$ cat src/tlipm_pkg.sv
// package for the top-level pending and missed-event bookkeeping block
// assumes a 32-bit axi4-lite register bus and word-indexed register offsets
package tlipm_pkg;

  // register indices as printed; byte address is four times the index
  localparam logic [15:0] TLIPM_PENDING_IDX = 16'h4600;
  localparam logic [15:0] TLIPM_MISSED_IDX = 16'h4602;
  localparam logic [15:0] TLIPM_ENABLE_IDX = 16'h4604;

  // byte addresses derived from the indices
  localparam logic [19:0] TLIPM_PENDING_ADDR = {2'h0, TLIPM_PENDING_IDX, 2'h0};
  localparam logic [19:0] TLIPM_MISSED_ADDR = {2'h0, TLIPM_MISSED_IDX, 2'h0};
  localparam logic [19:0] TLIPM_ENABLE_ADDR = {2'h0, TLIPM_ENABLE_IDX, 2'h0};

  // bit positions of the sources, same in every register
  localparam int TLIPM_BIT_WATCHDOG = 15;
  localparam int TLIPM_BIT_FAULT = 14;
  localparam int TLIPM_BIT_TIMER = 13;
  localparam int TLIPM_BIT_GPIO = 12;
  localparam int TLIPM_BIT_ADC = 11;
  localparam int TLIPM_BIT_RADIO_RX = 10;
  localparam int TLIPM_BIT_RADIO_TX = 9;
  localparam int TLIPM_BIT_RADIO_TMR = 8;
  localparam int TLIPM_BIT_CRYPTO = 7;
  localparam int TLIPM_BIT_SERIAL_TWO = 6;
  localparam int TLIPM_BIT_SERIAL_ONE = 5;
  localparam int TLIPM_BIT_SLEEP = 4;
  localparam int TLIPM_BIT_BASEBAND = 3;
  localparam int TLIPM_BIT_DEBUG_LINK = 2;
  localparam int TLIPM_BIT_SOFTWARE = 1;

  // bits that exist (bit 0 reads zero)
  localparam logic [15:0] TLIPM_VALID_MASK = 16'hfffe;
  // system-owned bits: application-mode writes are dropped
  localparam logic [15:0] TLIPM_SYSTEM_MASK = 16'hc79e;

  // reset values
  localparam logic [15:0] TLIPM_PENDING_RESET = 16'h0000;
  localparam logic [15:0] TLIPM_MISSED_RESET = 16'h0000;
  localparam logic [15:0] TLIPM_ENABLE_RESET = 16'h0000;

  // axi response codes
  localparam logic [1:0] TLIPM_RESP_OKAY = 2'h0;
  localparam logic [1:0] TLIPM_RESP_SLVERR = 2'h2;

endpackage

$ cat src/tlipm_top.sv
// top-level interrupt pending and missed-event bookkeeping with an axi4-lite slave
// assumes event pulses come from logic on aclk, one cycle wide, no synchroniser needed
// assumes second-level flags and enables are levels on aclk, acknowledged at their own level
// assumes awprot[0] marks system mode; application-mode writes to protected bits vanish
// one aclk domain throughout; reset is taken synchronously with no synchroniser inside
//
// Notes on behaviour
// - fault pending at bit 14; application-mode writes to it are dropped
// - radio receive, transmit, timer pending at bits 10, 9, 8; protected
// - debug link pending bit 2, software trigger bit 1; both protected
// - radio receive, transmit, timer misses at bits 10, 9, 8; protected
// - debug link miss at bit 2; application-mode writes rejected
// - software trigger miss at bit 1; application-mode writes have no effect
// - one-cycle pulse sets pending outside SECOND_LEVEL_MASK; a coinciding clear loses to the set
// - writing one clears that bit only, save second-level pending bits; zeros leave bits alone
// - enabled repeat before acknowledge is dropped and sets the miss bit
// - second-level module bit is or of its flagged and enabled events
//
// The AXI4-Lite slave port was left to the implementer.
`timescale 1ns/10ps
`default_nettype none

module tlipm_top #(
  parameter int ADDR_W = 20,
  parameter int SL_W = 8,
  parameter logic [15:0] SECOND_LEVEL_MASK = 16'h3060
) (
  input wire logic aclk,
  input wire logic aresetn,
  // axi4-lite write address
  input wire logic [ADDR_W-1:0] s_axi_awaddr,
  input wire logic [2:0] s_axi_awprot,
  input wire logic s_axi_awvalid,
  output logic s_axi_awready,
  // axi4-lite write data
  input wire logic [31:0] s_axi_wdata,
  input wire logic [3:0] s_axi_wstrb,
  input wire logic s_axi_wvalid,
  output logic s_axi_wready,
  // axi4-lite write response
  output logic [1:0] s_axi_bresp,
  output logic s_axi_bvalid,
  input wire logic s_axi_bready,
  // axi4-lite read address
  input wire logic [ADDR_W-1:0] s_axi_araddr,
  input wire logic [2:0] s_axi_arprot,
  input wire logic s_axi_arvalid,
  output logic s_axi_arready,
  // axi4-lite read data
  output logic [31:0] s_axi_rdata,
  output logic [1:0] s_axi_rresp,
  output logic s_axi_rvalid,
  input wire logic s_axi_rready,
  // one-cycle event pulses, one per source bit
  input wire logic [15:0] event_pulse,
  // second-level flags and enables, SL_W bits per top-level source
  input wire logic [16*SL_W-1:0] irq_second_level_flags,
  input wire logic [16*SL_W-1:0] irq_second_level_enables,
  // level interrupt to the processor core
  output logic irq_out
);
  import tlipm_pkg::*;

  //////////////////////////////////////////////////////////////////////////////
  // helpers

  // byte lanes 0 and 1 into a 16-bit write mask
  function automatic logic [15:0] lane_mask(input logic [3:0] strb);
    lane_mask = {{8{strb[1]}}, {8{strb[0]}}};
  endfunction

  // bits software may touch for the given privilege
  function automatic logic [15:0] writable(input logic privileged);
    writable = privileged ? TLIPM_VALID_MASK : (TLIPM_VALID_MASK & ~TLIPM_SYSTEM_MASK);
  endfunction

  // does an address hit the given register word
  function automatic logic hit(input logic [ADDR_W-1:0] addr, input logic [19:0] reg_addr);
    hit = ({addr[ADDR_W-1:2], 2'h0} == ADDR_W'(reg_addr));
  endfunction

  // clear what was acknowledged, then apply new events so a set always wins
  function automatic logic [15:0] ack_then_set(input logic [15:0] cur, input logic [15:0] clr,
                                               input logic [15:0] fresh);
    ack_then_set = ((cur & ~clr) | fresh) & TLIPM_VALID_MASK;
  endfunction

  //////////////////////////////////////////////////////////////////////////////
  // state

  // software-visible flags and the mask, with their next values
  logic [15:0] pending_q;
  logic [15:0] pending_d;
  logic [15:0] missed_q;
  logic [15:0] missed_d;
  logic [15:0] enable_q;
  logic [15:0] enable_d;

  // register bus: one held write address and data, one response, one read
  logic aw_have_q;
  logic [ADDR_W-1:0] aw_addr_q;
  logic aw_priv_q;
  logic w_have_q;
  logic [31:0] w_data_q;
  logic [3:0] w_strb_q;
  logic bvalid_q;
  logic [1:0] bresp_q;
  logic rvalid_q;
  logic [31:0] rdata_q;
  logic [1:0] rresp_q;

  // combinational helpers of the write and event paths
  logic wr_fire;
  logic [15:0] wr_bits;
  logic [15:0] wr_ok;
  logic [15:0] pend_clr;
  logic [15:0] miss_clr;
  logic [15:0] second_level_sum;
  logic [15:0] dropped;
  logic [15:0] wr_clear;
  logic [15:0] wr_lanes;
  // decoded selects, read mux and interrupt next value
  logic aw_sel_pending;
  logic aw_sel_missed;
  logic aw_sel_enable;
  logic aw_mapped;
  logic ar_sel_pending;
  logic ar_sel_missed;
  logic ar_sel_enable;
  logic [15:0] rd_word;
  logic rd_err;
  logic irq_d;

  //////////////////////////////////////////////////////////////////////////////
  // axi write channel: address and data taken in either order

  // one write under way at a time; both channels stall until the response is taken
  assign s_axi_awready = !aw_have_q && !bvalid_q;
  assign s_axi_wready = !w_have_q && !bvalid_q;
  // the write lands one edge after both halves are held
  assign wr_fire = aw_have_q && w_have_q && !bvalid_q;

  // held write address against each register word
  assign aw_sel_pending = hit(aw_addr_q, TLIPM_PENDING_ADDR);
  assign aw_sel_missed = hit(aw_addr_q, TLIPM_MISSED_ADDR);
  assign aw_sel_enable = hit(aw_addr_q, TLIPM_ENABLE_ADDR);
  // any other word answers with an error and changes nothing
  assign aw_mapped = aw_sel_pending || aw_sel_missed || aw_sel_enable;

  // the read address is decoded in the cycle it is offered
  assign ar_sel_pending = hit(s_axi_araddr, TLIPM_PENDING_ADDR);
  assign ar_sel_missed = hit(s_axi_araddr, TLIPM_MISSED_ADDR);
  assign ar_sel_enable = hit(s_axi_araddr, TLIPM_ENABLE_ADDR);

  // latch the write address and its privilege
  // awprot counts only here; the data phase carries no privilege
  always_ff @(posedge aclk) begin
    if (!aresetn) begin
      aw_have_q <= 1'b0;
      aw_addr_q <= '0;
      aw_priv_q <= 1'b0;
    end else if (s_axi_awvalid && s_axi_awready) begin
      aw_have_q <= 1'b1;
      aw_addr_q <= s_axi_awaddr;
      aw_priv_q <= s_axi_awprot[0];
    end else if (wr_fire) begin
      aw_have_q <= 1'b0;
    end
  end

  // latch the write data and strobes
  // only lanes 0 and 1 reach a register; the upper half is reserved
  always_ff @(posedge aclk) begin
    if (!aresetn) begin
      w_have_q <= 1'b0;
      w_data_q <= 32'h0000_0000;
      w_strb_q <= 4'h0;
    end else if (s_axi_wvalid && s_axi_wready) begin
      w_have_q <= 1'b1;
      w_data_q <= s_axi_wdata;
      w_strb_q <= s_axi_wstrb;
    end else if (wr_fire) begin
      w_have_q <= 1'b0;
    end
  end

  // write response; unmapped addresses answer slverr
  // the response stands until bready, and blocks the next write meanwhile
  always_ff @(posedge aclk) begin
    if (!aresetn) begin
      bvalid_q <= 1'b0;
      bresp_q <= TLIPM_RESP_OKAY;
    end else if (wr_fire) begin
      bvalid_q <= 1'b1;
      bresp_q <= aw_mapped ? TLIPM_RESP_OKAY : TLIPM_RESP_SLVERR;
    end else if (s_axi_bready) begin
      bvalid_q <= 1'b0;
    end
  end

  assign s_axi_bvalid = bvalid_q;
  assign s_axi_bresp = bresp_q;

  //////////////////////////////////////////////////////////////////////////////
  // write effects

  // awprot[0] low marks application mode, whose writes to system bits vanish
  // protected bits drop out of the mask, so such a write still answers okay
  assign wr_bits = w_data_q[15:0] & lane_mask(w_strb_q);
  assign wr_ok = writable(aw_priv_q);
  assign wr_lanes = lane_mask(w_strb_q) & wr_ok;
  // write-one-to-clear: zeros and refused bits leave their flags alone
  assign wr_clear = wr_bits & wr_ok;
  assign pend_clr = (wr_fire && aw_sel_pending) ? wr_clear : 16'h0000;
  assign miss_clr = (wr_fire && aw_sel_missed) ? wr_clear : 16'h0000;

  //////////////////////////////////////////////////////////////////////////////
  // second-level summary

  // or of flagged and enabled second-level events per module
  // only bits in SECOND_LEVEL_MASK use this summary; a clear here cannot reach them
  always_comb begin
    second_level_sum = 16'h0000;
    for (int i = 0; i < 16; i++) begin
      second_level_sum[i] = |(irq_second_level_flags[i*SL_W +: SL_W] &
                              irq_second_level_enables[i*SL_W +: SL_W]);
    end
  end

  //////////////////////////////////////////////////////////////////////////////
  // pending flags

  // set beats clear so an event landing on the acknowledge is kept
  // a pulse on a second-level bit is overruled by the level summary below
  always_comb begin
    pending_d = ack_then_set(pending_q, pend_clr, event_pulse);
    // second-level bits follow their module; they are cleared down below
    pending_d = (pending_d & ~SECOND_LEVEL_MASK) | (second_level_sum & SECOND_LEVEL_MASK);
    pending_d = pending_d & TLIPM_VALID_MASK;
  end

  // pending flags; reset clears every source
  always_ff @(posedge aclk) begin
    if (!aresetn) begin
      pending_q <= TLIPM_PENDING_RESET;
    end else begin
      pending_q <= pending_d;
    end
  end

  //////////////////////////////////////////////////////////////////////////////
  // missed-event flags

  // no queue: a repeat while pending and not being cleared is lost and logged
  // a masked source may pend many times over without ever logging a miss
  assign dropped = event_pulse & pending_q & ~pend_clr & enable_q;

  // same set-wins rule as the pending flags
  always_comb begin
    missed_d = ack_then_set(missed_q, miss_clr, dropped);
  end

  // missed-event flags; reset clears every source
  always_ff @(posedge aclk) begin
    if (!aresetn) begin
      missed_q <= TLIPM_MISSED_RESET;
    end else begin
      missed_q <= missed_d;
    end
  end

  //////////////////////////////////////////////////////////////////////////////
  // enable mask

  // same layout and protection as the flags; written, not cleared
  always_comb begin
    enable_d = enable_q;
    if (wr_fire && aw_sel_enable) begin
      // bits outside the lanes or refused keep their value; bit 0 stays zero
      enable_d = (enable_q & ~wr_lanes) | (w_data_q[15:0] & wr_lanes);
    end
  end

  // mask register; reset masks every source
  always_ff @(posedge aclk) begin
    if (!aresetn) begin
      enable_q <= TLIPM_ENABLE_RESET;
    end else begin
      enable_q <= enable_d;
    end
  end

  //////////////////////////////////////////////////////////////////////////////
  // interrupt output

  // taken from next-state so the level rises on the same edge as the flag
  assign irq_d = |(pending_d & enable_d);

  // registered so the core sees a glitch-free level from a flip-flop
  always_ff @(posedge aclk) begin
    if (!aresetn) begin
      irq_out <= 1'b0;
    end else begin
      irq_out <= irq_d;
    end
  end

  //////////////////////////////////////////////////////////////////////////////
  // axi read channel

  // one read under way; answer one cycle after the address is taken
  assign s_axi_arready = !rvalid_q;

  // read mux; the flags are seen as they stand before this edge's events and clears
  // unmapped words read as zero with an error response
  always_comb begin
    rd_word = 16'h0000;
    rd_err = 1'b0;
    if (ar_sel_pending) begin
      rd_word = pending_q;
    end else if (ar_sel_missed) begin
      rd_word = missed_q;
    end else if (ar_sel_enable) begin
      rd_word = enable_q;
    end else begin
      rd_err = 1'b1;
    end
  end

  always_ff @(posedge aclk) begin
    if (!aresetn) begin
      rvalid_q <= 1'b0;
      rdata_q <= 32'h0000_0000;
      rresp_q <= TLIPM_RESP_OKAY;
    end else if (s_axi_arvalid && s_axi_arready) begin
      rvalid_q <= 1'b1;
      rdata_q <= {16'h0000, rd_word};
      rresp_q <= rd_err ? TLIPM_RESP_SLVERR : TLIPM_RESP_OKAY;
    end else if (s_axi_rready) begin
      rvalid_q <= 1'b0;
    end
  end

  assign s_axi_rvalid = rvalid_q;
  assign s_axi_rdata = rdata_q;
  assign s_axi_rresp = rresp_q;

endmodule

`default_nettype wire

$ cat config.mk
export PLATFORM = sky130hd
export DESIGN_NAME = tlipm_top
export DESIGN_NICKNAME = d
export VERILOG_FILES = /design/src/tlipm_pkg.sv /design/src/tlipm_top.sv
export SDC_FILE = /design/constraint.sdc
export NUM_CORES = 1
export LEC_CHECK = 0
export BUFFER_PORTS_ARGS = -buffer_cell sky130_fd_sc_hd__buf_2
export CORE_AREA = 2 2 155 157
export DETAILED_ROUTE_END_ITERATION = 12
export DIE_AREA = 0 0 157 159
export PLACE_DENSITY = 0.45
export SYNTH_ARGS = -nofsm -noshare
export SYNTH_HDL_FRONTEND = slang
export SYNTH_SLANG_ARGS = --single-unit
$ cat constraint.sdc
create_clock -name aclk -period 3.24 [get_ports aclk]
set_input_delay 0.324 -clock aclk [delete_from_list [all_inputs] [get_ports aclk]]
set_output_delay 0.324 -clock aclk [all_outputs]
set_load 0.01 [all_outputs]
# Word-level counts from Yosys, hierarchy flattened
# Index checks and enable logic that the tools add are counted.
# op_classes
eq_ne	6
mux	19
bitwise_logic	22
n_reduce_logical	25
# ops
operator	n
bitwise AND 16 bit	11
two-way mux 16 bit	7
equality test 18 x 15 -> 1 bit (second input constant)	6
NOT 16 bit	3
bitwise OR 16 bit	3
bitwise AND 8 bit	4
OR reduction 8 bit	4
bitwise OR 16 x 14 -> 16 bit	1
OR reduction 16 bit	1
logical AND 1 bit	10
two-way mux 1 bit	10
nonzero test 2 bit	4
zero test 1 bit	4
two-way mux 2 bit	2
logical OR 1 bit	2
# totals
register_bits	112
in_bits	361
out_inout_bits	42
word_cells	89

# Depth between registers and ports, before layout
# depth
depth_word	10
depth_mapped	8
ltp_nobuf	7

# Worst setup path after synthesis
# No wires, ideal clock.
# synth_path
kind	register -> register
start	reg aw_addr_q[17]
end	reg irq_out
setup_time_ps	125
t_arrival_ps	2596
setup_slack_ps	519
path_stages_with_launch	8
n_path_buf	0
cell_sequence	dfxtp_1 -> nor4b_1 -> nand2_1 -> nor3_1 -> mux2_2 -> a2111oi_2 -> o2111ai_1 -> o41a_1
# synth_via
elab_chain_cells	9
elab_cells_between_ends	12
cone_classes	eq/ne (2); mux (2); bitwise (5); reduce/logical (3)
# synth_lines
item	line_no	source
start: declaration	tlipm_top.sv:101	logic [ADDR_W-1:0] aw_addr_q;
start signal: assignment	tlipm_top.sv:164	aw_addr_q <= s_axi_awaddr;
equality test 18 x 15 -> 1 bit	tlipm_top.sv:79	hit = ({addr[ADDR_W-1:2], 2'h0} == ADDR_W'(reg_addr));
logical AND 1 bit	tlipm_top.sv:214	assign pend_clr = (wr_fire && aw_sel_pending) ? wr_clear : 16'h0000;
two-way mux 16 bit	tlipm_top.sv:214	
NOT 16 bit	tlipm_top.sv:85	ack_then_set = ((cur & ~clr) | fresh) & TLIPM_VALID_MASK;
bitwise AND 16 bit	tlipm_top.sv:85	
bitwise OR 16 bit	tlipm_top.sv:85	
bitwise OR 16 x 14 -> 16 bit	tlipm_top.sv:238	pending_d = (pending_d & ~SECOND_LEVEL_MASK) | (second_level_sum & SECOND_LEVEL_MASK);
bitwise AND 16 bit *	tlipm_top.sv:297	assign irq_d = |(pending_d & enable_d);
OR reduction 16 bit *	tlipm_top.sv:297	
end signal: assignment	tlipm_top.sv:304	irq_out <= irq_d;
end: declaration	tlipm_top.sv:60	output logic irq_out
# Mark *: on every way between the ends. The rest lies on a longest branch, timed or not.
# A chain may end at the register's enable or synchronous reset.

# Worst setup path in the final report
# layout_path
start	reg aw_addr_q[2]
end	reg irq_out
# Same word-level chain as after synthesis.

==> results.md <==
* Status: finished clean
* Asr flop ratio synth at 0%
* Seq/Total Area, Yosys at 41.7%
* Crit path kind: flip-flop to flip-flop
* Nets at 1,114
* Maximum clock rate at 0.338 GHz
* Post-synthesis cell count at 593
* Post-route ant nets at 0
* Post-Synth Simple-Gate Area at 24.6%
* Die ar. at 25,000 µm²
* Maximum capacitance violations at 0
* DRT iter0 DRCs at 254
* Worst hold endpoint: aw_addr_q[8]
* Setup tns final at 0 ps
* Fin. Hold Viols at 0
* Mux contribution to synthesized area at 5.49%
* Synth top cells by count: nand2_1 (118), dfxtp_1 (103), a21boi_0 (65), nor2b_1 (33), nand3_1 (30)
* Number of synthesized flops with an enable pin at 0
* #FFs+latches synth at 103
* RSZ-0062 raised after global routing: no
* Via count at 4,700
* Cell Pwr Density at 455 nW/µm²
* Post-Synth XOR/XNOR Area at 0%
* Hold Path Cell Cnt at 3
* CP Data Required Time at 3480 ps
* Grt total ovfl at 0
* Main combinational cell family by area after synthesis: simple AND/OR/NAND/NOR gates
* Clk slew on worst S/H paths at 70 ps
* Aggregate routed wire length at 15.8 mm
* Rows at 56
* Detailed Routing Iterations Pass 1 at 4
* Final Skew at 7.72 ps
* Chip Width at 157 µm
* Static Leak at 2.53 nW
* Fin crit period at 2960 ps
* Reg2reg path depth at 7
* Post-Synth Adder-Cell Area at 0%
* Yosys top cell area share at 41.7%
* Hold slack at 210 ps
* Clk Latency, worst-skew pair at 350 ps
* VDD IR-drop max at 0.000213 V
* RD Place Congestion at 0.745
* Root buffer cell: clkbuf_16
* RR Endpoint: irq_out
* YS warnings at 0
* Hold buffer count at cts at 0
* Layout area overhead at 30.1%
* Final slew viol count at 0
* # setup viols final at 0
* Port buffer count at 162
* Clock Path Buffers at 2
* CP arrival at 3190 ps
* Chip height at 159 µm
* Final worst slack at 282 ps
* Largest area contributor in the netlist: dfxtp_1
* DRC Markers at 0
* Worst rel slew slack at 48.3%
* Core area at 23,200 µm²
* GRT Util Overall at 12.5%
* Pin count of the biggest net entering global routing at 59
* Initial Utilization at 21.3%
* Fill cell count at 2,583
* Vias per cell at 4.36
* IO Pins at 403
* Largest cells by area after synthesis: dfxtp_1 (42%), a21boi_0 (9.9%), nand2_1 (9.0%), mux2i_1 (5.3%), nor2b_1 (4.2%)
* Worst Max-Slew Pin Slew at 773 ps
* Reg-to-reg critical path startpoint: aw_addr_q[2]
* Compound-cell area share of the yosys netlist at 22.9%
* Most frequent cell after synthesis: nand2_1
* HP Class: input pin to flip-flop
* CP startpoint kind: flip-flop
* Vias in the first global route at 4,394
* Detailed Place HPWL at 12.1 mm
* CTS Sinks at 103
* Worst slack, placed at 294 ps
* Num CTS Buffers at 9
* Post-CTS setup repair buffer count at 0
* Routed wire per std cell at 14.7 µm
* First-pass GRT wire length at 24.3 mm
* CTS resizes at 0
* Synth cell types at 48
* Post-Syn Area at 4950 µm²
* Initial antenna violation count at 2
* Layout cells sized above 1 at 26.9%
* Worst Min Path Start: s_axi_awaddr[8]
* R2R Setup Slk at 280 ps
* Crit-path max FO at 4
* Worst setup EP type: flip-flop
* Final period utilization at 91.3%
* H-tree depth at 3
* Primary FF master, synth: dfxtp_1
* CTS tree: done
* Syn_area_per_cell at 8.34 µm²
[power by group]
part | internal, mW | leakage, nW | switching [mW] | total (mW)
Clock | 0.679 | 0.148 | 0.514 | 1.19
Combinational | 0.160 | 1.54 | 0.194 | 0.353
Sequential | 1.33 | 0.843 | 0.0533 | 1.38
Total | 2.16 | 2.53 | 0.761 | 2.93
[flip-flops by register name, indices dropped and copies added (netlist names), 2 cells and up]
| register | flops |
|---|---|
| w_data_q | 15 |
| pending_q | 15 |
| w_strb_q | 2 |
| enable_q | 15 |
| aw_addr_q | 18 |
| missed_q | 15 |
| s_axi_rdata | 15 |
[worst max-delay path: stages, from the launching register on]
cell       delay (ps)
dfxtp_1           320
nor4_1            660
nand2_1           160
nor3_1            360
mux2_2            410
a2111oi_2         430
o2111ai_1         160
o41a_1            340
[kinds of logic after synthesis]
logic type      after synthesis
buf+inv                      50
other cells                   1
compound gates              166
simple gates                246
mux                          27
flops                       103
[routing by layer]
layer	routed length [µm]	up-vias	global-route usage (%)	part of all wire, %
met3	956	10	2.86	6.0
li1	-	2402	-	-
met5	11	-	0	0.069
met2	6500	165	18.2	41
met4	121	2	2.63	0.76
met1	8240	2121	18.6	52
[layout by cell type (no fill, tap or decap), types with 3 or more instances in the layout]
master	n
nor2b_1	33
nor2_1	15
buf_2	162
clkinvlp_4	3
nand3_1	30
o21ai_0	20
mux2i_1	26
dfxtp_1	103
conb_1	19
a21boi_0	65
a22oi_1	16
and2_1	5
and4_1	6
nand4_1	10
nor4b_1	5
nor4_1	3
nor3_1	5
a31oi_1	15
nand2_1	118
clkbuf_16	9
buf_4	16
o21a_1	4
a21oi_1	25
o22ai_1	7
nand2b_1	4
[per-stage QoR]
stage	cells	area [µm²]	power, mW	utilization, %
after floorplan	611	5010	1.60	-
after global placement	1061	6110	1.76	26.4
after detailed placement	1061	6110	1.77	26.4
after CTS	1077	6430	2.96	27.7
after global routing	1077	6430	3.05	27.7
final	1078	6440	2.93	27.8
[worst max path at each step]
stage,from,end,depth (start not counted)
floorplan,aw_addr_q[17],irq_out,7
global placement,aw_addr_q[17],irq_out,7
detailed placement,aw_addr_q[2],irq_out,7
CTS,aw_addr_q[2],irq_out,7
global route,aw_addr_q[2],irq_out,7
finish,aw_addr_q[2],irq_out,7
[area by class of cell]
class / count / area (µm²) / area share (%)
flip-flops and latches: 103 / 2060 / 32.0
repair buffers: 179 / 951 / 14.8
diodes: 1 / 2.50 / 0.0389
clock inverters: 7 / 96.3 / 1.50
clock buffers: 9 / 225 / 3.50
multi-input cells: 458 / 2690 / 41.8
well taps: 319 / 399 / 6.20
inverters: 2 / 7.51 / 0.117
No activity file was read; power rests on OpenSTA's default activity.
